**src/common/lgp_defs.svh**
```systemverilog
`ifndef LGP_DEFS_SVH
`define LGP_DEFS_SVH

// chain and field geometry
`define LGP_CHANNELS      16
`define LGP_PWM_BITS      12
`define LGP_TRIM_BITS     7
`define LGP_GRAY_LEN      192
`define LGP_TRIM_LEN      112
`define LGP_STATUS_LEN    17
`define LGP_GRAY_KEEP     175
// open-led sample point after blanking falls
`define LGP_SAMPLE_EDGE   12'h021
`define LGP_CNT_ZERO      12'h000
`define LGP_CNT_ONE       12'h001

`endif

```
**src/common/lgp_pkg.sv**
```systemverilog
package lgp_pkg;
	typedef logic [11:0]  lgp_count_type;
	typedef logic [191:0] lgp_gray_type;
	typedef logic [111:0] lgp_trim_type;
	typedef logic [16:0]  lgp_status_type;
	typedef logic [15:0]  lgp_chan_type;
endpackage : lgp_pkg

```
**src/logic/lgp_sync.sv**
```systemverilog
`timescale 1ns/1ps
// two-flop synchroniser for a bundle of pin levels
module lgp_sync #(
	parameter int W = 1
) (
	input  wire logic         clk,
	input  wire logic         arst_n,
	input  wire logic [W-1:0] din,
	output logic      [W-1:0] dout
);
	logic [W-1:0] meta_q;
	logic [W-1:0] meta_d;
	logic [W-1:0] dout_q;
	logic [W-1:0] dout_d;

	// next values
	always_comb begin
		meta_d = din;
		dout_d = meta_q;
	end

	// registers
	always_ff @(posedge clk or negedge arst_n) begin
		if (!arst_n) begin
			meta_q <= '0;
			dout_q <= '0;
		end else begin
			meta_q <= meta_d;
			dout_q <= dout_d;
		end
	end

	assign dout = dout_q;
endmodule : lgp_sync

```
**src/logic/lgp_core.sv**
```systemverilog
`timescale 1ns/1ps
`include "lgp_defs.svh"
// Functional notes
// - 12-bit counter counts gray clock rises
// - blanking high holds counter at zero
// - counter increments each edge after blanking
// - nonzero channels turn on first edge
// - channel off when count exceeds value
// - all sinks off while blanking high
// - on time equals value times period
// - latch strobe turns off at once channels whose new value is below the count
// - 192-bit gray chain, msb first
// - gray strobe rise copies chain to latch
// - 112-bit trim chain, msb first
// - trim strobe rise copies chain to latch
// - first edge after strobe loads status
// - chain outgoing bit drives serial out
// - open flags sampled at 33rd edge
// - only lit channels checked; 1 means open
// - thermal cutoff input 1 forces drivers off
// - status holds saved flags plus overheat
// - after overheat, restart at next period
module lgp_core
(
	input  wire logic                  clk,
	input  wire logic                  arst_n,
	input  wire logic                  gray_shift_clock,
	input  wire logic                  gray_serial_in,
	input  wire logic                  gray_latch_strobe,
	input  wire logic                  trim_shift_clock,
	input  wire logic                  trim_serial_in,
	input  wire logic                  trim_latch_strobe,
	input  wire logic                  blank,
	input  wire logic                  thermal_cutoff,
	input  wire lgp_pkg::lgp_chan_type led_open_sense,
	output logic                       gray_serial_out,
	output lgp_pkg::lgp_chan_type      sink_channel,
	output lgp_pkg::lgp_trim_type      current_trim,
	output logic                       overheat_flag
);
	import lgp_pkg::*;

	// pin order: gclk, gin, glat, tclk, tin, tlat, blank, therm
	logic [7:0]     pin_s;
	lgp_chan_type   sense_s;
	logic           gclk_prev_q, tclk_prev_q, glat_prev_q, tlat_prev_q;
	logic           gclk_rise, tclk_rise, glat_rise, glat_fall, tlat_rise;
	logic           blank_s, therm_s;

	lgp_sync #(.W(8)) u_pin_sync (
		.clk    (clk),
		.arst_n (arst_n),
		.din    ({gray_shift_clock, gray_serial_in, gray_latch_strobe, trim_shift_clock,
		          trim_serial_in, trim_latch_strobe, blank, thermal_cutoff}),
		.dout   (pin_s)
	);
	lgp_sync #(.W(16)) u_sense_sync (
		.clk    (clk),
		.arst_n (arst_n),
		.din    (led_open_sense),
		.dout   (sense_s)
	);

	assign blank_s   = pin_s[1];
	assign therm_s   = pin_s[0];
	assign gclk_rise = pin_s[7] & ~gclk_prev_q;
	assign tclk_rise = pin_s[4] & ~tclk_prev_q;
	assign glat_rise = pin_s[5] & ~glat_prev_q;
	assign glat_fall = ~pin_s[5] & glat_prev_q;
	assign tlat_rise = pin_s[2] & ~tlat_prev_q;

	// channel field of the brightness latch, channel 15 at msb end
	function automatic lgp_count_type chan_level(input lgp_gray_type v, input int ch);
		chan_level = v[ch*`LGP_PWM_BITS +: `LGP_PWM_BITS];
	endfunction : chan_level

	lgp_gray_type   gray_sr_q, gray_sr_d, gray_lat_q, gray_lat_d;
	lgp_trim_type   trim_sr_q, trim_sr_d, trim_lat_q, trim_lat_d;
	lgp_count_type  cnt_q, cnt_d;
	lgp_chan_type   sink_q, sink_d, open_q, open_d;
	logic           status_pend_q, status_pend_d;
	logic           heat_q, heat_d, hold_off_q, hold_off_d;
	logic           gclk_prev_d, tclk_prev_d, glat_prev_d, tlat_prev_d;
	logic           sout_q, sout_d;

	// edge detectors
	always_comb begin
		gclk_prev_d = pin_s[7];
		tclk_prev_d = pin_s[4];
		glat_prev_d = pin_s[5];
		tlat_prev_d = pin_s[2];
	end

	// shift chains and latches
	always_comb begin
		gray_sr_d     = gray_sr_q;
		gray_lat_d    = gray_lat_q;
		trim_sr_d     = trim_sr_q;
		trim_lat_d    = trim_lat_q;
		status_pend_d = status_pend_q;
		heat_d        = heat_q;
		if (gclk_rise) begin
			gray_sr_d = {gray_sr_q[`LGP_GRAY_LEN-2:0], pin_s[6]};
			if (status_pend_q) begin
				heat_d = therm_s;
				gray_sr_d[`LGP_GRAY_LEN-1 -: `LGP_STATUS_LEN] = {therm_s, open_q};
				gray_sr_d[`LGP_GRAY_KEEP-1:0] = gray_sr_q[`LGP_GRAY_KEEP-1:0];
				status_pend_d = 1'b0;
			end
		end
		if (glat_fall) // arming wins over a load in the same cycle
			status_pend_d = 1'b1;
		if (glat_rise)
			gray_lat_d = gray_sr_q;
		if (tclk_rise)
			trim_sr_d = {trim_sr_q[`LGP_TRIM_LEN-2:0], pin_s[3]};
		if (tlat_rise)
			trim_lat_d = trim_sr_q;
	end

	// pwm counter, sinks, open-led capture, overheat hold-off
	always_comb begin
		cnt_d      = cnt_q;
		sink_d     = sink_q;
		open_d     = open_q;
		hold_off_d = hold_off_q | therm_s;
		if (blank_s) begin
			cnt_d  = `LGP_CNT_ZERO;
			sink_d = '0;
			if (!therm_s)
				hold_off_d = 1'b0;
		end else if (gclk_rise) begin
			cnt_d = cnt_q + `LGP_CNT_ONE;
			for (int ch = 0; ch < `LGP_CHANNELS; ch++) begin
				// on while next count <= value
				sink_d[ch] = (cnt_d != `LGP_CNT_ZERO) && (cnt_d <= chan_level(gray_lat_q, ch));
			end
			if (cnt_d == `LGP_SAMPLE_EDGE)
				open_d = sink_q & sense_s;
		end else begin
			for (int ch = 0; ch < `LGP_CHANNELS; ch++) begin
				// latched value applies mid-period
				sink_d[ch] = sink_q[ch] && (cnt_q <= chan_level(gray_lat_d, ch));
			end
		end
		if (therm_s || hold_off_d)
			sink_d = '0;
	end

	assign sout_d = gray_sr_d[`LGP_GRAY_LEN-1];

	// registers
	always_ff @(posedge clk or negedge arst_n) begin
		if (!arst_n) begin
			gclk_prev_q   <= 1'b0;
			tclk_prev_q   <= 1'b0;
			glat_prev_q   <= 1'b0;
			tlat_prev_q   <= 1'b0;
			gray_sr_q     <= '0;
			gray_lat_q    <= '0;
			trim_sr_q     <= '0;
			trim_lat_q    <= '0;
			status_pend_q <= 1'b0;
			heat_q        <= 1'b0;
			cnt_q         <= `LGP_CNT_ZERO;
			sink_q        <= '0;
			open_q        <= '0;
			hold_off_q    <= 1'b0;
			sout_q        <= 1'b0;
		end else begin
			gclk_prev_q   <= gclk_prev_d;
			tclk_prev_q   <= tclk_prev_d;
			glat_prev_q   <= glat_prev_d;
			tlat_prev_q   <= tlat_prev_d;
			gray_sr_q     <= gray_sr_d;
			gray_lat_q    <= gray_lat_d;
			trim_sr_q     <= trim_sr_d;
			trim_lat_q    <= trim_lat_d;
			status_pend_q <= status_pend_d;
			heat_q        <= heat_d;
			cnt_q         <= cnt_d;
			sink_q        <= sink_d;
			open_q        <= open_d;
			hold_off_q    <= hold_off_d;
			sout_q        <= sout_d;
		end
	end

	assign gray_serial_out = sout_q;
	assign sink_channel    = sink_q;
	assign current_trim    = trim_lat_q;
	assign overheat_flag   = heat_q;

	// channels whose latched value is nonzero
	function automatic lgp_chan_type nonzero_mask(input lgp_gray_type v);
		nonzero_mask = '0;
		for (int ch = 0; ch < `LGP_CHANNELS; ch++) begin
			nonzero_mask[ch] = (chan_level(v, ch) != `LGP_CNT_ZERO);
		end
	endfunction : nonzero_mask

	// channels whose latched value lies below a count
	function automatic lgp_chan_type over_mask(input lgp_gray_type v, input lgp_count_type c);
		over_mask = '0;
		for (int ch = 0; ch < `LGP_CHANNELS; ch++) begin
			over_mask[ch] = (c > chan_level(v, ch));
		end
	endfunction : over_mask

	// checks
	property p_blank_zero;
		@(posedge clk) disable iff (!arst_n) blank_s |=> (cnt_q == `LGP_CNT_ZERO);
	endproperty
	a_blank_zero: assert property (p_blank_zero) else $error("counter not zero while blanked");

	property p_blank_off;
		@(posedge clk) disable iff (!arst_n) blank_s |=> (sink_q == '0);
	endproperty
	a_blank_off: assert property (p_blank_off) else $error("sink on while blanked");

	property p_count_step;
		@(posedge clk) disable iff (!arst_n) (!blank_s && gclk_rise) |=> (cnt_q == $past(cnt_q) + `LGP_CNT_ONE);
	endproperty
	a_count_step: assert property (p_count_step) else $error("counter did not step");

	property p_count_hold;
		@(posedge clk) disable iff (!arst_n) (!blank_s && !gclk_rise) |=> $stable(cnt_q);
	endproperty
	a_count_hold: assert property (p_count_hold) else $error("counter moved without edge");

	property p_gray_latch;
		@(posedge clk) disable iff (!arst_n) glat_rise |=> (gray_lat_q == $past(gray_sr_q));
	endproperty
	a_gray_latch: assert property (p_gray_latch) else $error("brightness latch not loaded");

	property p_trim_latch;
		@(posedge clk) disable iff (!arst_n) tlat_rise |=> (trim_lat_q == $past(trim_sr_q));
	endproperty
	a_trim_latch: assert property (p_trim_latch) else $error("trim latch not loaded");

	property p_status_load;
		@(posedge clk) disable iff (!arst_n) (gclk_rise && status_pend_q)
			|=> (gray_sr_q[`LGP_GRAY_LEN-1:`LGP_GRAY_KEEP] == {$past(therm_s), $past(open_q)});
	endproperty
	a_status_load: assert property (p_status_load) else $error("status not loaded");

	property p_serial_out;
		@(posedge clk) disable iff (!arst_n) (gclk_rise && !status_pend_q)
			|=> (gray_serial_out == $past(gray_sr_q[`LGP_GRAY_LEN-2]));
	endproperty
	a_serial_out: assert property (p_serial_out) else $error("serial out mismatch");

	property p_heat_off;
		@(posedge clk) disable iff (!arst_n) therm_s |=> (sink_q == '0);
	endproperty
	a_heat_off: assert property (p_heat_off) else $error("sink on during overheat");

	property p_open_only_lit;
		@(posedge clk) disable iff (!arst_n) $changed(open_q) |-> ((open_q & ~$past(sink_q)) == '0);
	endproperty
	a_open_only_lit: assert property (p_open_only_lit) else $error("flag for unlit channel");

	property p_gray_shift;
		@(posedge clk) disable iff (!arst_n) (gclk_rise && !status_pend_q)
			|=> (gray_sr_q == {$past(gray_sr_q[`LGP_GRAY_LEN-2:0]), $past(pin_s[6])});
	endproperty
	a_gray_shift: assert property (p_gray_shift) else $error("brightness chain did not shift");

	property p_first_on;
		@(posedge clk) disable iff (!arst_n)
			(!blank_s && gclk_rise && cnt_q == `LGP_CNT_ZERO && !therm_s && !hold_off_q)
			|=> (sink_q == nonzero_mask($past(gray_lat_q)));
	endproperty
	a_first_on: assert property (p_first_on) else $error("nonzero channel not on at first edge");

	property p_sink_off;
		@(posedge clk) disable iff (!arst_n) (!blank_s && gclk_rise)
			|=> ((sink_q & over_mask($past(gray_lat_q), $past(cnt_q) + `LGP_CNT_ONE)) == '0);
	endproperty
	a_sink_off: assert property (p_sink_off) else $error("channel on past its value");

	property p_mid_latch;
		@(posedge clk) disable iff (!arst_n) (glat_rise && !gclk_rise && !blank_s)
			|=> ((sink_q & over_mask(gray_lat_q, cnt_q)) == '0);
	endproperty
	a_mid_latch: assert property (p_mid_latch) else $error("new value not applied at once");

	property p_open_hold;
		@(posedge clk) disable iff (!arst_n) $changed(open_q) |-> (cnt_q == `LGP_SAMPLE_EDGE && $changed(cnt_q));
	endproperty
	a_open_hold: assert property (p_open_hold) else $error("open flags moved off the sample edge");

	property p_heat_hold;
		@(posedge clk) disable iff (!arst_n) $changed(heat_q) |-> ($past(gclk_rise) && $past(status_pend_q));
	endproperty
	a_heat_hold: assert property (p_heat_hold) else $error("overheat flag moved off status load");

	property p_hold_off;
		@(posedge clk) disable iff (!arst_n) hold_off_q |=> (sink_q == '0);
	endproperty
	a_hold_off: assert property (p_hold_off) else $error("sink on before restart");

	c_count_run:  cover property (@(posedge clk) disable iff (!arst_n) cnt_q == `LGP_SAMPLE_EDGE);
	c_status:     cover property (@(posedge clk) disable iff (!arst_n) gclk_rise && status_pend_q);
	c_sink_on:    cover property (@(posedge clk) disable iff (!arst_n) sink_q != '0);
	c_mid_latch:  cover property (@(posedge clk) disable iff (!arst_n) glat_rise && !blank_s);
endmodule : lgp_core

```
**config.mk**
```make
export PLATFORM = sky130hd
export DESIGN_NAME = lgp_core
export DESIGN_NICKNAME = d
export VERILOG_FILES = /design/src/common/lgp_pkg.sv /design/src/logic/lgp_sync.sv /design/src/logic/lgp_core.sv
export VERILOG_INCLUDE_DIRS = /design/src /design/src/common
export SDC_FILE = /design/constraint.sdc
export NUM_CORES = 1
export LEC_CHECK = 0
export BUFFER_PORTS_ARGS = -buffer_cell sky130_fd_sc_hd__buf_2
export CORE_MARGIN = 10
export CORE_UTILIZATION = 60
export CTS_CLUSTER_SIZE = 40
export DETAILED_ROUTE_END_ITERATION = 8
export PLACE_DENSITY = 0.78
export SLEW_MARGIN = 10
export SYNTH_ARGS = -nofsm -noshare
export SYNTH_HDL_FRONTEND = slang
export SYNTH_HIERARCHICAL = 1
export SYNTH_SLANG_ARGS = --single-unit
```
**constraint.sdc**
```tcl
create_clock -name clk -period 9.6 [get_ports clk]
set_clock_uncertainty 0.1 [all_clocks]
set_input_delay 0 -clock clk [delete_from_list [all_inputs] [get_ports clk]]
set_output_delay 0 -clock clk [all_outputs]
set_load 0.01 [all_outputs]
```
### After elaboration in Yosys (flattened, before gate mapping)

Index checks and enable logic that the tools add are counted.

* bits in registers: 707
* bits of input ports: 26
* output and inout port bits: 130

* eq/ne operators: 1
* bitwise logic cells: 14
* $lt $le $gt $ge: 32
* muxes and demuxes: 12
* add/sub/neg operators: 1
* reductions and logical operators: 39

Operator list (number)
* 2-to-1 mux 192 bit: 3
* less-or-equal comparator 12 bit: 32
* 2-to-1 mux 16 bit: 3
* logical AND 1 bit: 32
* 2-to-1 mux 12 bit: 2
* AND 16 bit: 1
* adder 12 x 1 -> 12 bit (second input constant): 1
* == test 12 x 6 -> 1 bit (second input constant): 1
* nonzero test 12 bit: 1
* NOT 1 bit: 7
* AND 1 bit: 5
* 2-to-1 mux 1 bit: 4
* AND reduction 2 bit: 2
* nonzero test 2 bit: 2
* AND reduction 3 bit: 1
* logical OR 1 bit: 1
* bitwise OR 1 bit: 1

### Longest topological paths before layout

* word-level depth: 8
* gate-level depth with buffers: 13
* mapped depth without buffers: 11

### Modules after synthesis

The synthesis kept the hierarchy.

By module, submodules not included
* lgp_core: cells an instance 3028, area an instance 34104.0 um2, sequential area each 16490.8 um2, instances 1
* lgp_sync (u_sense_sync): cells an instance 32, area an instance 800.8 um2, sequential area each 800.8 um2, instances 1
* lgp_sync (u_pin_sync): cells an instance 16, area an instance 400.4 um2, sequential area each 400.4 um2, instances 1

### Worst setup path before layout

No wires, ideal clock.

* kind: register to register
* start point: reg cnt_q[0]
* end point: reg sink_q[14] (netlist: sink_channel[14])
* setup slack: 6.055 ns
* clock period less this slack: 3.545 ns
* buffers on the path: 1
* stages on the path, launching flop included: 11
* library setup time: 0.082 ns
* arrival time: 3.363 ns
* required time: 9.418 ns
* cells stage by stage: dfrtp_1 -> ha_1 -> buf_2 -> nand3_1 -> or3_4 -> xnor2_1 -> ha_1 -> a21o_1 -> a211oi_1 -> a21oi_1 -> o22ai_1

* cells in the longest elaborated chain, start to end: 6
* elaborated cells between the ends (all ways): 9

Ends and longest elaborated chain
* start: declaration: line lgp_core.sv:79 `lgp_count_type cnt_q, cnt_d;`
* start signal: assignment: line lgp_core.sv:165 `` cnt_q <= `LGP_CNT_ZERO; ``
* start signal: assignment: line lgp_core.sv:181 `cnt_q <= cnt_d;`
* adder 12 x 1 -> 12 bit (no source line)
* less-or-equal comparator 12 bit or nonzero test 12 bit (tied branches)
* logical AND 1 bit: line lgp_core.sv:136 `` sink_d[ch] = (cnt_d != `LGP_CNT_ZERO) && (cnt_d <= chan_level(gray_lat_q, ch)); ``
* 2-to-1 mux 16 bit *: line lgp_core.sv:132 `end else if (gclk_rise) begin`
* 2-to-1 mux 16 bit *: line lgp_core.sv:127 `if (blank_s) begin`
* 2-to-1 mux 16 bit *: line lgp_core.sv:146 `if (therm_s || hold_off_d)`
* net sink_d[14]: line lgp_core.sv:80 `lgp_chan_type sink_q, sink_d, open_q, open_d;`
* end signal: assignment: line lgp_core.sv:182 `sink_q <= sink_d;`
* end: declaration: line lgp_core.sv:80

Mark *: on every way through the listed nets, which the timed path passes. The rest lies on a longest branch.
A chain may end at the register's enable or synchronous reset.

### Worst setup path in the final report

* start point: reg cnt_q[6]
* end point: reg sink_q[4] (netlist: sink_channel[4])

Same word-level chain as after synthesis.

==> metrics <==
Avg Cell Area, Syn=between 10 and 15 µm²; FMAX=approximately 0.24 GHz; total track usage=between 20% and 30%; CTS Root Buffer Type=clkbuf_16; initial antenna violation count=0; fin worst setup slack=roughly 5400 ps; Crit Path Max Fanout=22; ANT nets after route=0; CTS tree=built; first-pass GRT wire length=between 100,000 and 150,000 µm; Hold WC Path Type=register to register; Post-Syn Area=roughly 35,000 µm²; CP arrival=4550 ps; required time worst endpoint=approximately 9900 ps; Cells after Synth=~3,100; DP Worst Slack=approximately 5600 ps; Post-Syn Nets=roughly 3,500; Post-route DRC=0; register area share after synthesis=around half; Layout area overhead=13.52%; Pins Over Slew Limit=0; CP peak stage delay=990 ps; final hold viol count=0; height of the chip=about 260 µm; dpl hpwl=56,100 µm; ys async rst share=100.0%; post-CTS sizing=0; Via Count=between 20,000 and 25,000; reg2reg start=cnt_q[6]; Most used DFF post-synth=dfrtp_1; reg-to-reg endpoint=sink_channel[4]; Worst R2R Path Depth=11; fin crit share=about 44%; initial drt markers=roughly 1,800; Setup crit end kind=register; cts bufs inserted=74; Routed WL=approximately 86,000 µm; # rows=between 80 and 90; Hold EP=u_pin_sync/dout[2]; port buffer count=approximately 160; n_diodes=0; fin nets=3,700; critical path, cell by cell=nand3_1 -> nor2_1 -> and3_1 -> and3_1 -> xor2_4 -> ha_1 -> nand4_1 -> a211o_1 -> o211ai_1 -> o31a_1 -> o22ai_1; Die Width=around 260 µm; r2r setup slk=5380 ps; Via density=5.857; pwr/cell area=approximately 160 nW/µm²; kind of critical path=register to register; Yosys warnings=6; clk buf depth=3; Reg clk slew, reported paths=~60 ps; minimum clock period=4218 ps; Post-synth EDFFs=0; WL/cell=approximately 21 µm; largest net degree at the start of global routing=~270; grt ovf=0; Sum Neg Setup Slack=0 ps; core area=approximately 58,000 µm²; leakage=approximately 22 nW; Worst Min Path Start=u_pin_sync/dout_d[2]; Slowest-stage cell, CP=dfrtp_2; crit start category=register; # Max-Cap Violations=0; RSZ-0062 raised after global routing=false; die area=approximately 69,000 µm²; #FFs+latches synth=707; Pre-Repair DR Iteration Count=7; Rel. slew slack=about 16%; status=finished, final reports clean; Synth cell types=45; final setup fails=0; cell mode on critical path=and3_1; CTS HTree Levels=3; initial core utilization=60.84%; VDD IR max=0.0001640 V; # IOs=between 150 and 200; Sink Count=around 710; Cells on Worst Hold Path=0; number of global-route vias before repair=about 26,000; routability cong.=between 0.8 and 0.9; Slew @ Worst Pin=about 1300 ps; fraction of layout cells with a size suffix above 1=between 20% and 30%; clk_lat worst skew=about 650 ps
-- state kept, by name, indices dropped and copies added (netlist names), 8 cells and up --
| register | count |
|---|---|
| gray_lat_q | 192 |
| cnt_q | 12 |
| u_pin_sync/dout_d | 8 |
| u_sense_sync/dout_d | 16 |
| gray_sr_q | 191 |
| current_trim | 112 |
| u_pin_sync/dout | 8 |
| open_q | 16 |
| u_sense_sync/dout | 16 |
| sink_channel | 16 |
| trim_sr_q | 112 |
-- worst max-delay path: cells and delay by family (launching register included) --
family | cells | cell delay (ps)
flops | 1 | 990
simple gates | 5 | 1140
fa+ha+maj | 1 | 260
compound gates | 4 | 680
xor+xnor | 1 | 830
-- Yosys cell counts, types with 14 or more instances --
library cell | count | area [µm²]
nand2_1 | 68 | 255.2
ha_1 | 387 | 4842
o21ai_0 | 47 | 235.2
a211oi_1 | 14 | 105.1
nand4_1 | 91 | 569.3
inv_1 | 384 | 1441
o21a_1 | 43 | 322.8
nor2_1 | 205 | 769.5
mux2_2 | 416 | 4684
nor2b_1 | 35 | 219.0
nor3_1 | 24 | 120.1
dfrtp_1 | 707 | 17690
nand3_1 | 23 | 115.1
clkbuf_1 | 92 | 345.3
o211ai_1 | 18 | 135.1
a21oi_1 | 244 | 1221
mux2i_1 | 33 | 330.3
o22ai_1 | 16 | 100.1
a21o_1 | 144 | 1081
-- timing repair --
| item | 4_1_cts | 5_1_grt |
|---|---|---|
| hold buffers | 51 | 0 |
| hold endpoints to repair | 144 | 0 |
| setup buffers | 0 | 0 |
-- layout make-up --
cell class                 count  area (µm²)
multi-input combinational   1883       15900
inverter                     384        1441
sequential                   707       17700
fill                        4023       17950
clock buffer                 108        2180
tap                          765       957.2
clock inverter                25       341.6
timing repair buffer         237        1564
-- kinds of logic (layout without fill, tap and decap cells) --
family / after synthesis / count (layout) / share of synthesized area, %
flops: 707 / 707 / 50.11
compound gates: 561 / 561 / 9.969
buf+inv: 486 / 754 / 5.252
simple gates: 468 / 468 / 6.301
mux: 449 / 449 / 14.20
fa+ha+maj: 387 / 387 / 13.72
xor+xnor: 18 / 18 / 0.4465
-- how the worst max path moves through the flow --
stage | start | end | depth (start not counted)
global placement | cnt_q[0] | sink_channel[14] | 7
detailed placement | cnt_q[6] | sink_channel[4] | 11
finish | cnt_q[6] | sink_channel[4] | 11
floorplan | cnt_q[0] | sink_channel[14] | 10
CTS | cnt_q[6] | sink_channel[4] | 11
global route | cnt_q[6] | sink_channel[14] | 11
-- report_power, final --
group / total, W / switching [W] / leakage [nW] / internal (W)
clock: 0.00292 / 0.00124 / 1.23 / 0.00168
sequential: 0.00316 / 0.0000728 / 9.67 / 0.00309
combinational: 0.000530 / 0.000302 / 11.3 / 0.000227
-- per-stage QoR --
step                      instances  hold WS (ps)  power, W  utilization, %  instance area, µm²
after floorplan                3076        -395.6  0.003511               -               35310
after global placement         3925         7.834  0.003697           63.83               37040
after detailed placement       3925         9.347  0.003726           63.83               37040
after CTS                      4109         246.7  0.006666           69.07               40080
after global routing           4109         241.6  0.006857           69.07               40080
final                          4109         245.6  0.006611           69.07               40080
-- metal layers --
layer / part of all wire, % / up-vias / wire length, µm / track usage, %
met5: 0 / - / 0 / 0
li1: - / 11098 / - / -
met1: 41 / 11996 / 35130 / 30.23
met4: 5.1 / 0 / 4376 / 12.59
met2: 48 / 704 / 41180 / 40.89
met3: 6.0 / 270 / 5108 / 5.089
-- cell usage in the layout, fill, tap and decap left out, types with 6 or more instances in the layout --
cell type / n
nor2b_1: 33
clkbuf_1: 14
buf_4: 29
a211o_1: 9
nor3_1: 23
nand2_1: 68
clkbuf_16: 74
dlygate4sd3_1: 50
nor2_1: 204
o21ai_0: 47
o21a_1: 43
a221o_1: 6
dfrtp_2: 7
a211oi_1: 14
mux2i_1: 33
xor2_1: 6
mux2_2: 416
inv_1: 384
o31a_1: 10
ha_1: 387
nand4_1: 91
dfrtp_1: 700
buf_2: 154
o211ai_1: 18
a21oi_1: 244
clkinv_2: 12
nand3_1: 23
clkbuf_8: 20
a21o_1: 144
o22ai_1: 16
No activity file was read; power rests on OpenSTA's default activity.
